File: src/hdl/ddr_init_pkg.sv
// Functional notes
// - Type bits sdram_type_on, double_rate_on, second_gen_select set, mobile clear select DDR2.
// - Type bits sdram_type_on, mobile_select, double_rate_on set, second_gen clear select mDDR.
// - Start initialization after either reset release or a write of the config register.
// - Load mode register and extended register 1; for DDR2 also load extended registers 2 and 3 with zero.
// - Finish the DDR2 sequence with two auto-refreshes and the mobile one with one, then idle with all banks precharged.
// - Reset-started sequences begin at once and flush the queued commands and data.
// - Config-write-started sequences keep the queue and wait for pending accesses to drain.
// - DDR2 mode load: CAS latency on bits 6:4, sequential burst, burst of eight.
// - DDR2 mode load: write-recovery code on bits 11:9, zero on bits 12, 8, 7.
// - DDR2 extended load 1: bits 10 and 2 high, bit 6 low.
// - DDR2 extended load 1: drive strength bit 0 on bit 1, other bits zero.
// - Mobile mode load: bits 11:7 zero, CAS latency on 6:4, sequential, burst of eight.
// - Mobile extended load 1: drive strength on bits 6:5, zero on 11:7 and 4:3.
// - Mobile extended load 1: partial refresh select on bits 2:0.
// - Module reset clears state and registers; soft reset clears only the state.
// - Partial refresh codes: 0 all, 1 banks 0-1, 2 bank 0, 5 half, 6 quarter.
package ddr_init_pkg;
    localparam logic [7:0] CFG_OFS = 8'h00;
    localparam logic [7:0] CFG2_OFS = 8'h04;
    localparam logic [7:0] TIM_OFS = 8'h08;
    localparam logic [7:0] TIM2_OFS = 8'h0c;
    localparam logic [7:0] RFC_OFS = 8'h10;
    localparam logic [7:0] STAT_OFS = 8'h14;
    // Config register field positions.
    localparam int PAGE_LSB = 0;
    localparam int BANK_LSB = 4;
    localparam int CL_LSB = 9;
    localparam int DRV_LSB = 12;
    localparam int TIMEN_BIT = 15;
    localparam int TYPE_BIT = 16;
    localparam int DDR_BIT = 17;
    localparam int GEN2_BIT = 20;
    localparam int UNLOCK_BIT = 23;
    localparam int MOB_BIT = 25;
    localparam int WR_LSB = 0;
    localparam int PARTIAL_REFRESH_SELECT_LSB = 0;
    localparam logic [2:0] CL_RST = 3'h3;
    localparam logic [2:0] WR_RST = 3'h3;
    localparam logic [15:0] RATE_RST = 16'h0400;
    localparam logic [2:0] BURST8 = 3'h3;
    localparam logic [2:0] DDR2_LAST = 3'h7;
    localparam logic [2:0] MDDR_LAST = 3'h5;
    localparam logic [3:0] GAP_TICKS = 4'h2;
    // Power-up stable-clock wait before the first command.
    localparam int POWERUP_NS = 200000;
    localparam int CLK_NS = 8;
    localparam int POWERUP_CYC = (POWERUP_NS + CLK_NS - 1) / CLK_NS;
    typedef enum logic [2:0] {
        ST_IDLE = 3'b000,
        ST_DRAIN = 3'b001,
        ST_POWERUP = 3'b010,
        ST_ISSUE = 3'b011,
        ST_HOLD = 3'b100,
        ST_GAP = 3'b101,
        ST_DONE = 3'b110
    } seq_state_t;
    typedef struct packed {
        logic        cke;
        logic        cs_n;
        logic        ras_n;
        logic        cas_n;
        logic        we_n;
        logic [1:0]  ba;
        logic [12:0] addr;
    } mem_cmd_t;
    localparam mem_cmd_t CMD_NOP = '{1'b1, 1'b0, 1'b1, 1'b1, 1'b1, 2'b00, 13'h0000};
endpackage

File: src/hdl/ddr_init_sequencer.sv
`timescale 1ns/1ps
`default_nettype none
module ddr_init_sequencer
    import ddr_init_pkg::*;
#(
    parameter int POWERUP_CYCLES = POWERUP_CYC
) (
    input  wire logic        core_clk,
    input  wire logic        arst_n,
    input  wire logic        soft_state_reset_n,
    input  wire logic        memory_ref_clock,
    input  wire logic [7:0]  reg_addr,
    input  wire logic [31:0] reg_wdata,
    input  wire logic        reg_wr,
    input  wire logic        reg_rd,
    output logic      [31:0] reg_rdata,
    input  wire logic        queue_busy,
    output logic             queue_flush,
    output logic             access_open,
    output mem_cmd_t         mem_cmd
);
    // Configuration registers, cleared only by the module reset.
    logic [2:0]  page_size_q;
    logic [2:0]  bank_count_q;
    logic [2:0]  cas_latency_q;
    logic [1:0]  drive_strength_q;
    logic        tim_en_q;
    logic        boot_unlock_q;
    logic        sdram_type_on_q;
    logic        double_rate_on_q;
    logic        second_gen_q;
    logic        mobile_select_q;
    logic [2:0]  partial_refresh_select_q;
    logic [31:0] timing_q;
    logic [31:0] timing2_q;
    logic [15:0] refresh_rate_q;

    // Sequencer state; state, step, request and done are visible through the status word.
    seq_state_t  state_q;
    logic [2:0]  step_q;
    logic [3:0]  gap_q;
    logic [31:0] wait_q;
    logic        from_reset_q;
    logic        init_req_q;
    logic        done_q;
    mem_cmd_t    cmd_q;
    logic [31:0] rdata_q;

    // Synchronisers for the soft reset and the reference clock.
    // Only the second soft reset flop and the second and third reference flops feed any logic.
    logic        soft_s1_q;
    logic        soft_s2_q;
    logic        ref_s1_q;
    logic        ref_s2_q;
    logic        ref_s3_q;

    // Decoded helpers.
    logic        ref_tick;
    logic        is_ddr2;
    logic        is_mddr;
    logic        cfg_wr;
    logic [2:0]  last_step;
    logic [12:0] mr_val;
    logic [12:0] emr1_val;

    // Builds one memory command from its three strobes, bank and address.
    // Chip select stays low; NOP is all strobes high.
    function automatic mem_cmd_t make_cmd(input logic [2:0] rcw, input logic [1:0] ba,
                                          input logic [12:0] addr);
        mem_cmd_t c;
        c = CMD_NOP;
        c.ras_n = rcw[2];
        c.cas_n = rcw[1];
        c.we_n = rcw[0];
        c.ba = ba;
        c.addr = addr;
        return c;
    endfunction

    // Type decode from the four select bits.
    // Both flows need sdram_type_on and double_rate_on.
    assign is_ddr2 = sdram_type_on_q & double_rate_on_q & second_gen_q & ~mobile_select_q;
    assign is_mddr = sdram_type_on_q & double_rate_on_q & mobile_select_q & ~second_gen_q;
    // Any other mix selects neither flow at power-up; config-write starts fall to the DDR2 steps.
    assign last_step = is_mddr ? MDDR_LAST : DDR2_LAST;
    assign cfg_wr = reg_wr && (reg_addr == CFG_OFS);

    // Mode and extended mode words; a value the field cannot hold passes unchecked.
    // Write recovery is kept in cycles; the code is one less.
    always_comb begin
        if (is_mddr) begin
            mr_val = {5'h00, 1'b0, cas_latency_q, 1'b0, BURST8};
            emr1_val = {6'h00, drive_strength_q, 2'b00, partial_refresh_select_q};
        end else begin
            mr_val = {1'b0, timing_q[WR_LSB +: 3] - 3'h1, 2'b00, cas_latency_q, 1'b0, BURST8};
            emr1_val = {2'b00, 1'b1, 3'h0, 1'b0, 3'h0, 1'b1, drive_strength_q[0], 1'b0};
        end
    end

    // Two-flop catch of the soft reset level from the power controller.
    // Its reset value is low, so a module reset also restarts power-up.
    always_ff @(posedge core_clk or negedge arst_n) begin
        if (!arst_n) begin
            soft_s1_q <= 1'b0;
            soft_s2_q <= 1'b0;
        end else begin
            soft_s1_q <= soft_state_reset_n;
            soft_s2_q <= soft_s1_q;
        end
    end

    // The reference clock is sampled; only the second and third flops feed the edge finder.
    always_ff @(posedge core_clk or negedge arst_n) begin
        if (!arst_n) begin
            ref_s1_q <= 1'b0;
            ref_s2_q <= 1'b0;
            ref_s3_q <= 1'b0;
        end else begin
            ref_s1_q <= memory_ref_clock;
            ref_s2_q <= ref_s1_q;
            ref_s3_q <= ref_s2_q;
        end
    end
    // Rising reference edge, about two core cycles late.
    assign ref_tick = ref_s2_q & ~ref_s3_q;

    // Config register; the type bits move only while the boot fields are unlocked.
    // One write cannot unlock and change the type at once.
    always_ff @(posedge core_clk or negedge arst_n) begin
        if (!arst_n) begin
            page_size_q <= 3'h0;
            bank_count_q <= 3'h0;
            cas_latency_q <= CL_RST;
            drive_strength_q <= 2'h0;
            tim_en_q <= 1'b0;
            boot_unlock_q <= 1'b0;
            sdram_type_on_q <= 1'b1;
            double_rate_on_q <= 1'b1;
            second_gen_q <= 1'b1;
            mobile_select_q <= 1'b0;
        end else if (cfg_wr) begin
            page_size_q <= reg_wdata[PAGE_LSB +: 3];
            bank_count_q <= reg_wdata[BANK_LSB +: 3];
            cas_latency_q <= reg_wdata[CL_LSB +: 3];
            drive_strength_q <= reg_wdata[DRV_LSB +: 2];
            tim_en_q <= reg_wdata[TIMEN_BIT];
            boot_unlock_q <= reg_wdata[UNLOCK_BIT];
            if (boot_unlock_q) begin
                sdram_type_on_q <= reg_wdata[TYPE_BIT];
                double_rate_on_q <= reg_wdata[DDR_BIT];
                second_gen_q <= reg_wdata[GEN2_BIT];
                mobile_select_q <= reg_wdata[MOB_BIT];
            end
        end
    end

    // Config2 and refresh rate are always writable; timing words need the enable.
    // Locked timing writes are dropped without a flag.
    always_ff @(posedge core_clk or negedge arst_n) begin
        if (!arst_n) begin
            partial_refresh_select_q <= 3'h0;
            timing_q <= {29'h0, WR_RST};
            timing2_q <= 32'h0000_0000;
            refresh_rate_q <= RATE_RST;
        end else if (reg_wr) begin
            if (reg_addr == CFG2_OFS) begin
                partial_refresh_select_q <= reg_wdata[PARTIAL_REFRESH_SELECT_LSB +: 3];
            end
            if (reg_addr == TIM_OFS && tim_en_q) begin
                timing_q <= reg_wdata;
            end
            if (reg_addr == TIM2_OFS && tim_en_q) begin
                timing2_q <= reg_wdata;
            end
            if (reg_addr == RFC_OFS) begin
                refresh_rate_q <= reg_wdata[15:0];
            end
        end
    end

    // Read data stand in the cycle after the strobe only; unmapped reads return zero.
    // Clearing between reads keeps stale words off the bus.
    always_ff @(posedge core_clk or negedge arst_n) begin
        if (!arst_n) begin
            rdata_q <= 32'h0000_0000;
        end else if (reg_rd) begin
            case (reg_addr)
                CFG_OFS: begin
                    rdata_q <= ({29'h0, page_size_q} << PAGE_LSB)
                             | ({29'h0, bank_count_q} << BANK_LSB)
                             | ({29'h0, cas_latency_q} << CL_LSB)
                             | ({30'h0, drive_strength_q} << DRV_LSB)
                             | ({31'h0, tim_en_q} << TIMEN_BIT)
                             | ({31'h0, sdram_type_on_q} << TYPE_BIT)
                             | ({31'h0, double_rate_on_q} << DDR_BIT)
                             | ({31'h0, second_gen_q} << GEN2_BIT)
                             | ({31'h0, boot_unlock_q} << UNLOCK_BIT)
                             | ({31'h0, mobile_select_q} << MOB_BIT);
                end
                CFG2_OFS: rdata_q <= {29'h0, partial_refresh_select_q};
                TIM_OFS: rdata_q <= timing_q;
                TIM2_OFS: rdata_q <= timing2_q;
                RFC_OFS: rdata_q <= {16'h0, refresh_rate_q};
                STAT_OFS: rdata_q <= {24'h0, done_q, init_req_q, state_q, step_q};
                default: rdata_q <= 32'h0000_0000;
            endcase
        end else begin
            rdata_q <= 32'h0000_0000;
        end
    end
    assign reg_rdata = rdata_q;


    // A config write during a running sequence is remembered and served after it.
    // The set wins over the clear in the same cycle.
    always_ff @(posedge core_clk or negedge arst_n) begin
        if (!arst_n) begin
            init_req_q <= 1'b0;
        end else if (cfg_wr) begin
            init_req_q <= 1'b1;
        end else if (state_q == ST_DRAIN || state_q == ST_IDLE || state_q == ST_DONE) begin
            init_req_q <= 1'b0;
        end
    end

    // Main sequencer. Either reset parks it in power-up; commands go out on reference edges.
    // The soft reset acts two cycles late, through its synchroniser.
    always_ff @(posedge core_clk or negedge arst_n) begin
        if (!arst_n) begin
            state_q <= ST_POWERUP;
            step_q <= 3'h0;
            gap_q <= 4'h0;
            wait_q <= 32'h0;
            from_reset_q <= 1'b1;
            done_q <= 1'b0;
        end else if (!soft_s2_q) begin
            state_q <= ST_POWERUP;
            step_q <= 3'h0;
            wait_q <= 32'h0;
            from_reset_q <= 1'b1;
            done_q <= 1'b0;
        end else begin
            case (state_q)
                ST_IDLE, ST_DONE: begin
                    if (init_req_q) begin
                        state_q <= ST_DRAIN;
                        done_q <= 1'b0;
                    end
                end
                ST_DRAIN: begin
                    // Queued work is kept and must finish before the memory is touched.
                    if (!queue_busy) begin
                        state_q <= ST_ISSUE;
                        step_q <= 3'h0;
                        from_reset_q <= 1'b0;
                    end
                end
                ST_POWERUP: begin
                    // Unknown type codes park the block with no command.
                    if (!(is_ddr2 || is_mddr)) begin
                        state_q <= ST_IDLE;
                    end else if (wait_q >= POWERUP_CYCLES - 1) begin
                        state_q <= ST_ISSUE;
                        step_q <= 3'h0;
                    end else begin
                        wait_q <= wait_q + 32'h1;
                    end
                end
                ST_ISSUE: begin
                    if (ref_tick) begin
                        state_q <= ST_HOLD;
                    end
                end
                ST_HOLD: begin
                    if (ref_tick) begin
                        state_q <= ST_GAP;
                        gap_q <= GAP_TICKS;
                    end
                end
                ST_GAP: begin
                    if (ref_tick) begin
                        // NOPs between commands give the memory its recovery time.
                        if (gap_q > 4'h1) begin
                            gap_q <= gap_q - 4'h1;
                        end else if (step_q == last_step) begin
                            state_q <= ST_DONE;
                            done_q <= 1'b1;
                            from_reset_q <= 1'b0;
                        end else begin
                            state_q <= ST_ISSUE;
                            step_q <= step_q + 3'h1;
                        end
                    end
                end
                default: state_q <= ST_IDLE;
            endcase
        end
    end

    // Command drive: the chosen command stands for one reference period, NOP otherwise.
    always_ff @(posedge core_clk or negedge arst_n) begin
        if (!arst_n) begin
            cmd_q <= CMD_NOP;
            cmd_q.cke <= 1'b0;
        end else if (!soft_s2_q) begin
            // Drop clock enable with the state, so no half command is seen.
            cmd_q <= CMD_NOP;
            cmd_q.cke <= 1'b0;
        end else if (state_q == ST_POWERUP) begin
            cmd_q <= CMD_NOP;
            cmd_q.cke <= 1'b0;
        end else if (state_q == ST_ISSUE && ref_tick) begin
            if (is_mddr) begin
                case (step_q)
                    3'h0: cmd_q <= make_cmd(3'b010, 2'b00, 13'h0400);
                    3'h1, 3'h2: cmd_q <= make_cmd(3'b001, 2'b00, 13'h0000);
                    3'h3: cmd_q <= make_cmd(3'b000, 2'b00, mr_val);
                    3'h4: cmd_q <= make_cmd(3'b000, 2'b10, emr1_val);
                    default: cmd_q <= make_cmd(3'b001, 2'b00, 13'h0000);
                endcase
            end else begin
                case (step_q)
                    3'h0, 3'h5: cmd_q <= make_cmd(3'b010, 2'b00, 13'h0400);
                    3'h1: cmd_q <= make_cmd(3'b000, 2'b10, 13'h0000);
                    3'h2: cmd_q <= make_cmd(3'b000, 2'b11, 13'h0000);
                    3'h3: cmd_q <= make_cmd(3'b000, 2'b01, emr1_val);
                    3'h4: cmd_q <= make_cmd(3'b000, 2'b00, mr_val);
                    default: cmd_q <= make_cmd(3'b001, 2'b00, 13'h0000);
                endcase
            end
        end else if (state_q == ST_GAP) begin
            cmd_q <= CMD_NOP;
        end
    end
    assign mem_cmd = cmd_q;

    // Queue flush is a level during reset-started power-up; access opens only when done.
    // A waiting restart keeps access closed even when done.
    assign queue_flush = (state_q == ST_POWERUP) && from_reset_q;
    assign access_open = done_q && !init_req_q;
endmodule
`default_nettype wire

File: config.mk
export PLATFORM = sky130hd
export DESIGN_NAME = ddr_init_sequencer
export DESIGN_NICKNAME = d
export VERILOG_FILES = /design/src/hdl/ddr_init_pkg.sv /design/src/hdl/ddr_init_sequencer.sv
export SDC_FILE = /design/constraint.sdc
export NUM_CORES = 1
export LEC_CHECK = 0
export ABC_CLOCK_PERIOD_IN_PS = 3500
export BUFFER_PORTS_ARGS = -buffer_cell sky130_fd_sc_hd__buf_2
export CAP_MARGIN = 20
export CORE_ASPECT_RATIO = 0.5
export CORE_MARGIN = 5
export CORE_UTILIZATION = 35
export CTS_CLUSTER_DIAMETER = 100
export DETAILED_ROUTE_END_ITERATION = 8
export PLACE_DENSITY_LB_ADDON = 0.12
export SLEW_MARGIN = 20
export SYNTH_ARGS = -nofsm -noshare
export SYNTH_HDL_FRONTEND = slang
export SYNTH_SLANG_ARGS = --single-unit
File: constraint.sdc
create_clock -name core_clk -period 3.5 [get_ports core_clk]
set_clock_uncertainty 0.1 [all_clocks]
set_input_delay 0.35 -clock core_clk [delete_from_list [all_inputs] [get_ports core_clk]]
set_output_delay 0.35 -clock core_clk [all_outputs]
set_load 0.005 [all_outputs]
# Word level (Yosys, flattened, before mapping)
# Index checks and enable logic that the tools add are counted.
# Widths: inputs -> output; s select.
# totals
register_bits,202
input_bits,47
output_inout_bits,54
wordCells,177
# op_classes
add_sub_neg,4
n_lt_le_gt_ge,2
eq_ne,38
mux,53
n_bitwise,18
n_reduce_logical,28
# ops
cell,count
$pmux 32 s6,1
$mux 32,5
$mux 20,5
$pmux 17 s5,1
$mux 3,17
$pmux 17 s3,1
$add 32x1->32 const B,1
$ge 32x15->1 const B,1
$ne 3x3->1 const B,10
$or 24x26->26,1
$or 21x24->24,1
$or 18x21->21,1
$or 17x18->18,1
$pmux 3 s6,1
$or 16x17->17,1
$eq 8x4->1 const B,2
$eq 8x5->1 const B,2
$or 14x16->16,1
$eq 3x3->1 const B,5
$reduce_and 5->1,3
$or 12x14->14,1
$reduce_and 7->1,2
$eq 3x2->1 const B,4
$mux 1,12
32 further kinds,63

# Depth between registers and ports, before layout
# depth
depth_word,11
depth_mapped,8
ltp_nobuf,7

# Worst setup path after synthesis
# OpenSTA, ideal clock, no wires.
# synth_timing
kind,flip-flop to flip-flop
start,reg wait_q[0]
end,reg wait_q[8]
setup_ps,79
t_arrival_ps,2290
required_time_ps,3321
setup_slack_ps,1031
stages_incl_launch_ff,9
path_buffers,2
period_less_slack_ps,2469
cell_sequence,dfrtp_1 -> ha_1 -> a2111oi_0 -> nor3_1 -> or4_1 -> buf_2 -> buf_2 -> nor4_1 -> mux2i_1
# synth_between
elab_chain_len,5
word_cells_on_any_way,8
cone_classes,1 x add/sub; 1 x order compare; 1 x eq/ne; 4 x mux; 1 x reduce/logical
# synth_lines
item,line,text
start: declaration,ddr_init_sequencer.sv:42,logic [31:0] wait_q;
start signal: assignment,ddr_init_sequencer.sv:266,wait_q <= wait_q + 32'h1;
$add 32x1->32,ddr_init_sequencer.sv:266,
$mux 32,ddr_init_sequencer.sv:262,end else if (wait_q >= POWERUP_CYCLES - 1) begin
$mux 32,ddr_init_sequencer.sv:260,if (!(is_ddr2 || is_mddr)) begin
$mux 32,ddr_init_sequencer.sv:243,case (state_q)
$mux 32,ddr_init_sequencer.sv:236,end else if (!soft_s2_q) begin
# Parallel ways exist; a longest one is shown, timed or not. The select of a mux whose other input is x is not followed.
# A chain may end at the register's enable or synchronous reset.

# Worst setup path in the final report
# layout_timing
start,reg state_q[1]
end,reg wait_q[11]
# layout_between
elab_chain_len,3
# layout_lines
item,line,text
start: declaration,ddr_init_sequencer.sv:39,seq_state_t state_q;
start signal: assignment,ddr_init_sequencer.sv:230,state_q <= ST_POWERUP;
start signal: assignment,ddr_init_sequencer.sv:237,state_q <= ST_POWERUP;
start signal: assignment,ddr_init_sequencer.sv:246,state_q <= ST_DRAIN;
$eq 3x2->1,ddr_init_sequencer.sv:243,
$ne 2x1->1 (no line),-,
$reduce_and 3->1 (no line),-,
# No other way between the ends.

==> key figures <==
Placed design
  • Placed Cells: around 1,100
  • Worst setup slack after placement: 0.457 ns
  • Sum of net half-perimeters after detailed placement: 13.8 mm
  • Total placed instance area: 9400 µm²
  • RePlAce Congestion: 0.776
  • Buffers added on ports: 95

Job
  • Max Cap Violations: 0

Die
  • Die width: 231 µm
  • Std cell rows: 40
  • Initial standard-cell utilization of the core: 35.7%
  • I/O pin count: 101
  • Height of the chip: approximately 120 µm
  • Overall die area: around 28,000 µm²
  • Placeable core region: 24,000 µm²

Detailed routing
  • Total wirelength of the detailed-routed design: 20.8 mm
  • Post-detailed-route wirelength per cell: between 15 and 20 µm
  • Post-DRT Antenna Nets: 0
  • Post-route DRC violation count: 0
  • Overall via count from detail_route: 5,791
  • Initial detailed-routing violation count: around 440
  • Vias per cell: a little over 5
  • 1st-pass router iterations: 5

Logic synthesis
  • Syn. warnings: 0
  • Sequential area share after synthesis: between 50% and 60%
  • Post-Syn Area: approximately 8600 µm²
  • Main combinational cell family by area after synthesis: multiplexers
  • Post-synth top area cell: dfrtp_1
  • Mean cell area of the mapped netlist: ~12 µm²
  • Primary flip-flop cell chosen by synthesis mapping: dfrtp_1
  • Portion of synthesized cell area occupied by the leading cell type: 53.7%
  • Number of standard cells after synthesis: 700
  • Top cells by count, synth: 184 x dfrtp_1, 97 x mux2_2, 42 x a21oi_1, 39 x nor2_1, 32 x nand2_1
  • XOR/XNOR Fraction of Synth Area: 0.307%
  • Simple-gate share of the synthesized area: between 10% and 20%
  • Post-synthesis compound-gate area fraction: 10.6%
  • Number of enable flip-flop cells after synthesis: 0
  • Count of cell types in the netlist: 63
  • Biggest area contributors in the synthesized netlist: dfrtp_1 54%, mux2_2 13%, dfstp_2 4.0%
  • Most used standard cell by instance count after synthesis: dfrtp_1
  • Arithmetic-cell share of the synthesized area counting full adders, half adders and majority gates: 1.31%
  • FF+latch count, synth: 197
  • Share of synthesized registers carrying an async set or reset: 100%
  • Mux share of post-synthesis cell area: 15.4%

Setup path
  • Source of the worst register-to-register timing path: state_q[1]$_DFFE_PN1P_
  • Delay of the slowest cell on the worst path: 0.92 ns
  • Critical-path maximum fanout: 27
  • Path length in cells of the critical path: 5
  • Chain of cells forming the critical path: nor3b_2 -> nand4_1 -> or4_1 -> or4_1 -> a21oi_1
  • Type of origin of the critical path: flip-flop
  • Slowest cell on crit path: or4_1
  • Critical Path End: wait_q[11]$_DFFE_PN0P_
  • Crit path capture type: flip-flop
  • Reg2reg end: wait_q[11]$_DFFE_PN0P_
  • Critical path class: flip-flop to flip-flop
  • Crit path DAT: around 3.3 ns
  • Crit path max-delay family: simple AND/OR/NAND/NOR gates
  • Worst path most repeated cell: or4_1
  • Endpoint required time on the critical path: 3.76 ns
  • Worst R2R Setup Slack: 0.46 ns
  • Crit. Startpoint: state_q[1]$_DFFE_PN1P_
  • WP buf/inv: 0
  • Number of cells on the worst reg-to-reg path: 5

Global routing
  • Antenna violations before repair: 0
  • Vias in the first global route: 6,051
  • Pin count of the biggest net entering global routing: ~120
  • First-pass GRT wire length: 33.8 mm
  • Overall routing resource usage: approximately 15%
  • Grt ovf: 0

Timing
  • Final-report setup violation count: 0
  • Accumulated negative setup slack: 0 ns
  • Final hold violation count: 0
  • Relative max-transition margin: 49.4%
  • Min cycle time layout: 3.04 ns
  • Final period utilization: 86.9%
  • Worst hold slack: 0.0469 ns
  • RSZ-0062 raised after global routing: no
  • Maximum clock frequency: 329 MHz
  • Number of max-slew violations in the final report: 0
  • Final setup slack of the worst path: ~0.46 ns
  • Worst-margin pin slew: 0.758 ns

Clocking
  • Clk pin slew, worst setup/hold paths: 0.07 ns
  • Root buffer cell: clkbuf_16
  • Hold buffer count at CTS: 3
  • Clock net sink count: 197
  • Clock Tree Buf Depth: 2
  • Clock insertion delay at the later pin of the skew report: 0.45 ns
  • TritonCTS clock tree: done
  • Setup bufs post-CTS: 0
  • Post-cts resize count: 0
  • H-Tree Level Count: 4
  • Number of CTS-inserted buffers: 17

Layout
  • Non-filler instance count after layout: 1,123
  • Area grow syn2layout: 16.6%
  • Fraction of layout cells with a size suffix above 1: ~33%
  • Nets@finish: about 850
  • Post-route core utilization: about 42%
  • Design area: 9990 µm²
  • Antenna cell count: 0

Power
  • Post-layout power: between 4 and 5 mW
  • Maximum vdd drop: 269 µV
  • Total power divided by cell area: 464 nW/µm²
  • Static leakage power: 4.77 nW

Min path
  • Worst hold-check path type: primary input to flip-flop

Outcome
  • Outcome: completed
[worst min path at each step]
stage	from	to	slack (ns)	cells after the start
after floorplan	arst_n	bank_count_q[0]$_DFFE_PN0P_	-0.05	0
after global placement	arst_n	wait_q[17]$_DFFE_PN0P_	0.18	1
after detailed placement	arst_n	wait_q[17]$_DFFE_PN0P_	0.19	1
after CTS	reg_wdata[24]	timing2_q[24]$_DFFE_PN0P_	0.02	2
after global routing	reg_wdata[24]	timing2_q[24]$_DFFE_PN0P_	0.03	2
final	reg_wdata[21]	timing2_q[21]$_DFFE_PN0P_	0.05	2
[per-layer routing]
layer | wire [µm] | track usage [%] | part of all wire, %
met1 | 10100 | 21.3 | 49
met2 | 9880 | 24.5 | 48
met3 | 534 | 3.50 | 2.6
met4 | 245 | 4.86 | 1.2
met5 | 0 | 0 | 0
[sequential cells by signal, indices dropped and copies added (netlist names), 4 cells and up]
name            flops
gap_q               4
reg_rdata          32
timing2_q          32
timing_q           32
mem_cmd            15
refresh_rate_q     16
wait_q             32
[power by group]
group / switching (mW) / internal [mW] / leakage (nW) / total [mW]
registers: 0.0622 / 2.32 / 2.69 / 2.39
logic: 0.213 / 0.138 / 1.81 / 0.351
clock network: 0.884 / 1.02 / 0.264 / 1.91
[cell families after synthesis]
kind of cell,count (synthesis)
xor gates and xnor gates,3
DFF,197
muxes,115
AOI/OAI and AO/OA,136
adders and majority gates,9
buffers and inverters,60
other,1
and+or+nand+nor,179
[area by class of cell]
class / count / area (µm²)
clock inverter: 10 / 98.8
tap: 315 / 394
sequential: 197 / 4950
timing repair buffer: 115 / 654
fill: 2332 / 14000
inverter: 18 / 67.6
multi-input combinational: 447 / 3370
clock buffer: 21 / 460
[layout by cell type (no fill, tap or decap), drive strengths merged, types with 21 or more instances in the layout]
| cell type | n |
|---|---|
| clkbuf | 22 |
| o21ai | 24 |
| a22oi | 22 |
| dfrtp | 184 |
| buf | 111 |
| inv | 21 |
| nor2 | 39 |
| nand2 | 33 |
| mux2 | 107 |
| and2 | 22 |
| a21oi | 42 |
No activity file was read; power rests on OpenSTA's default activity.
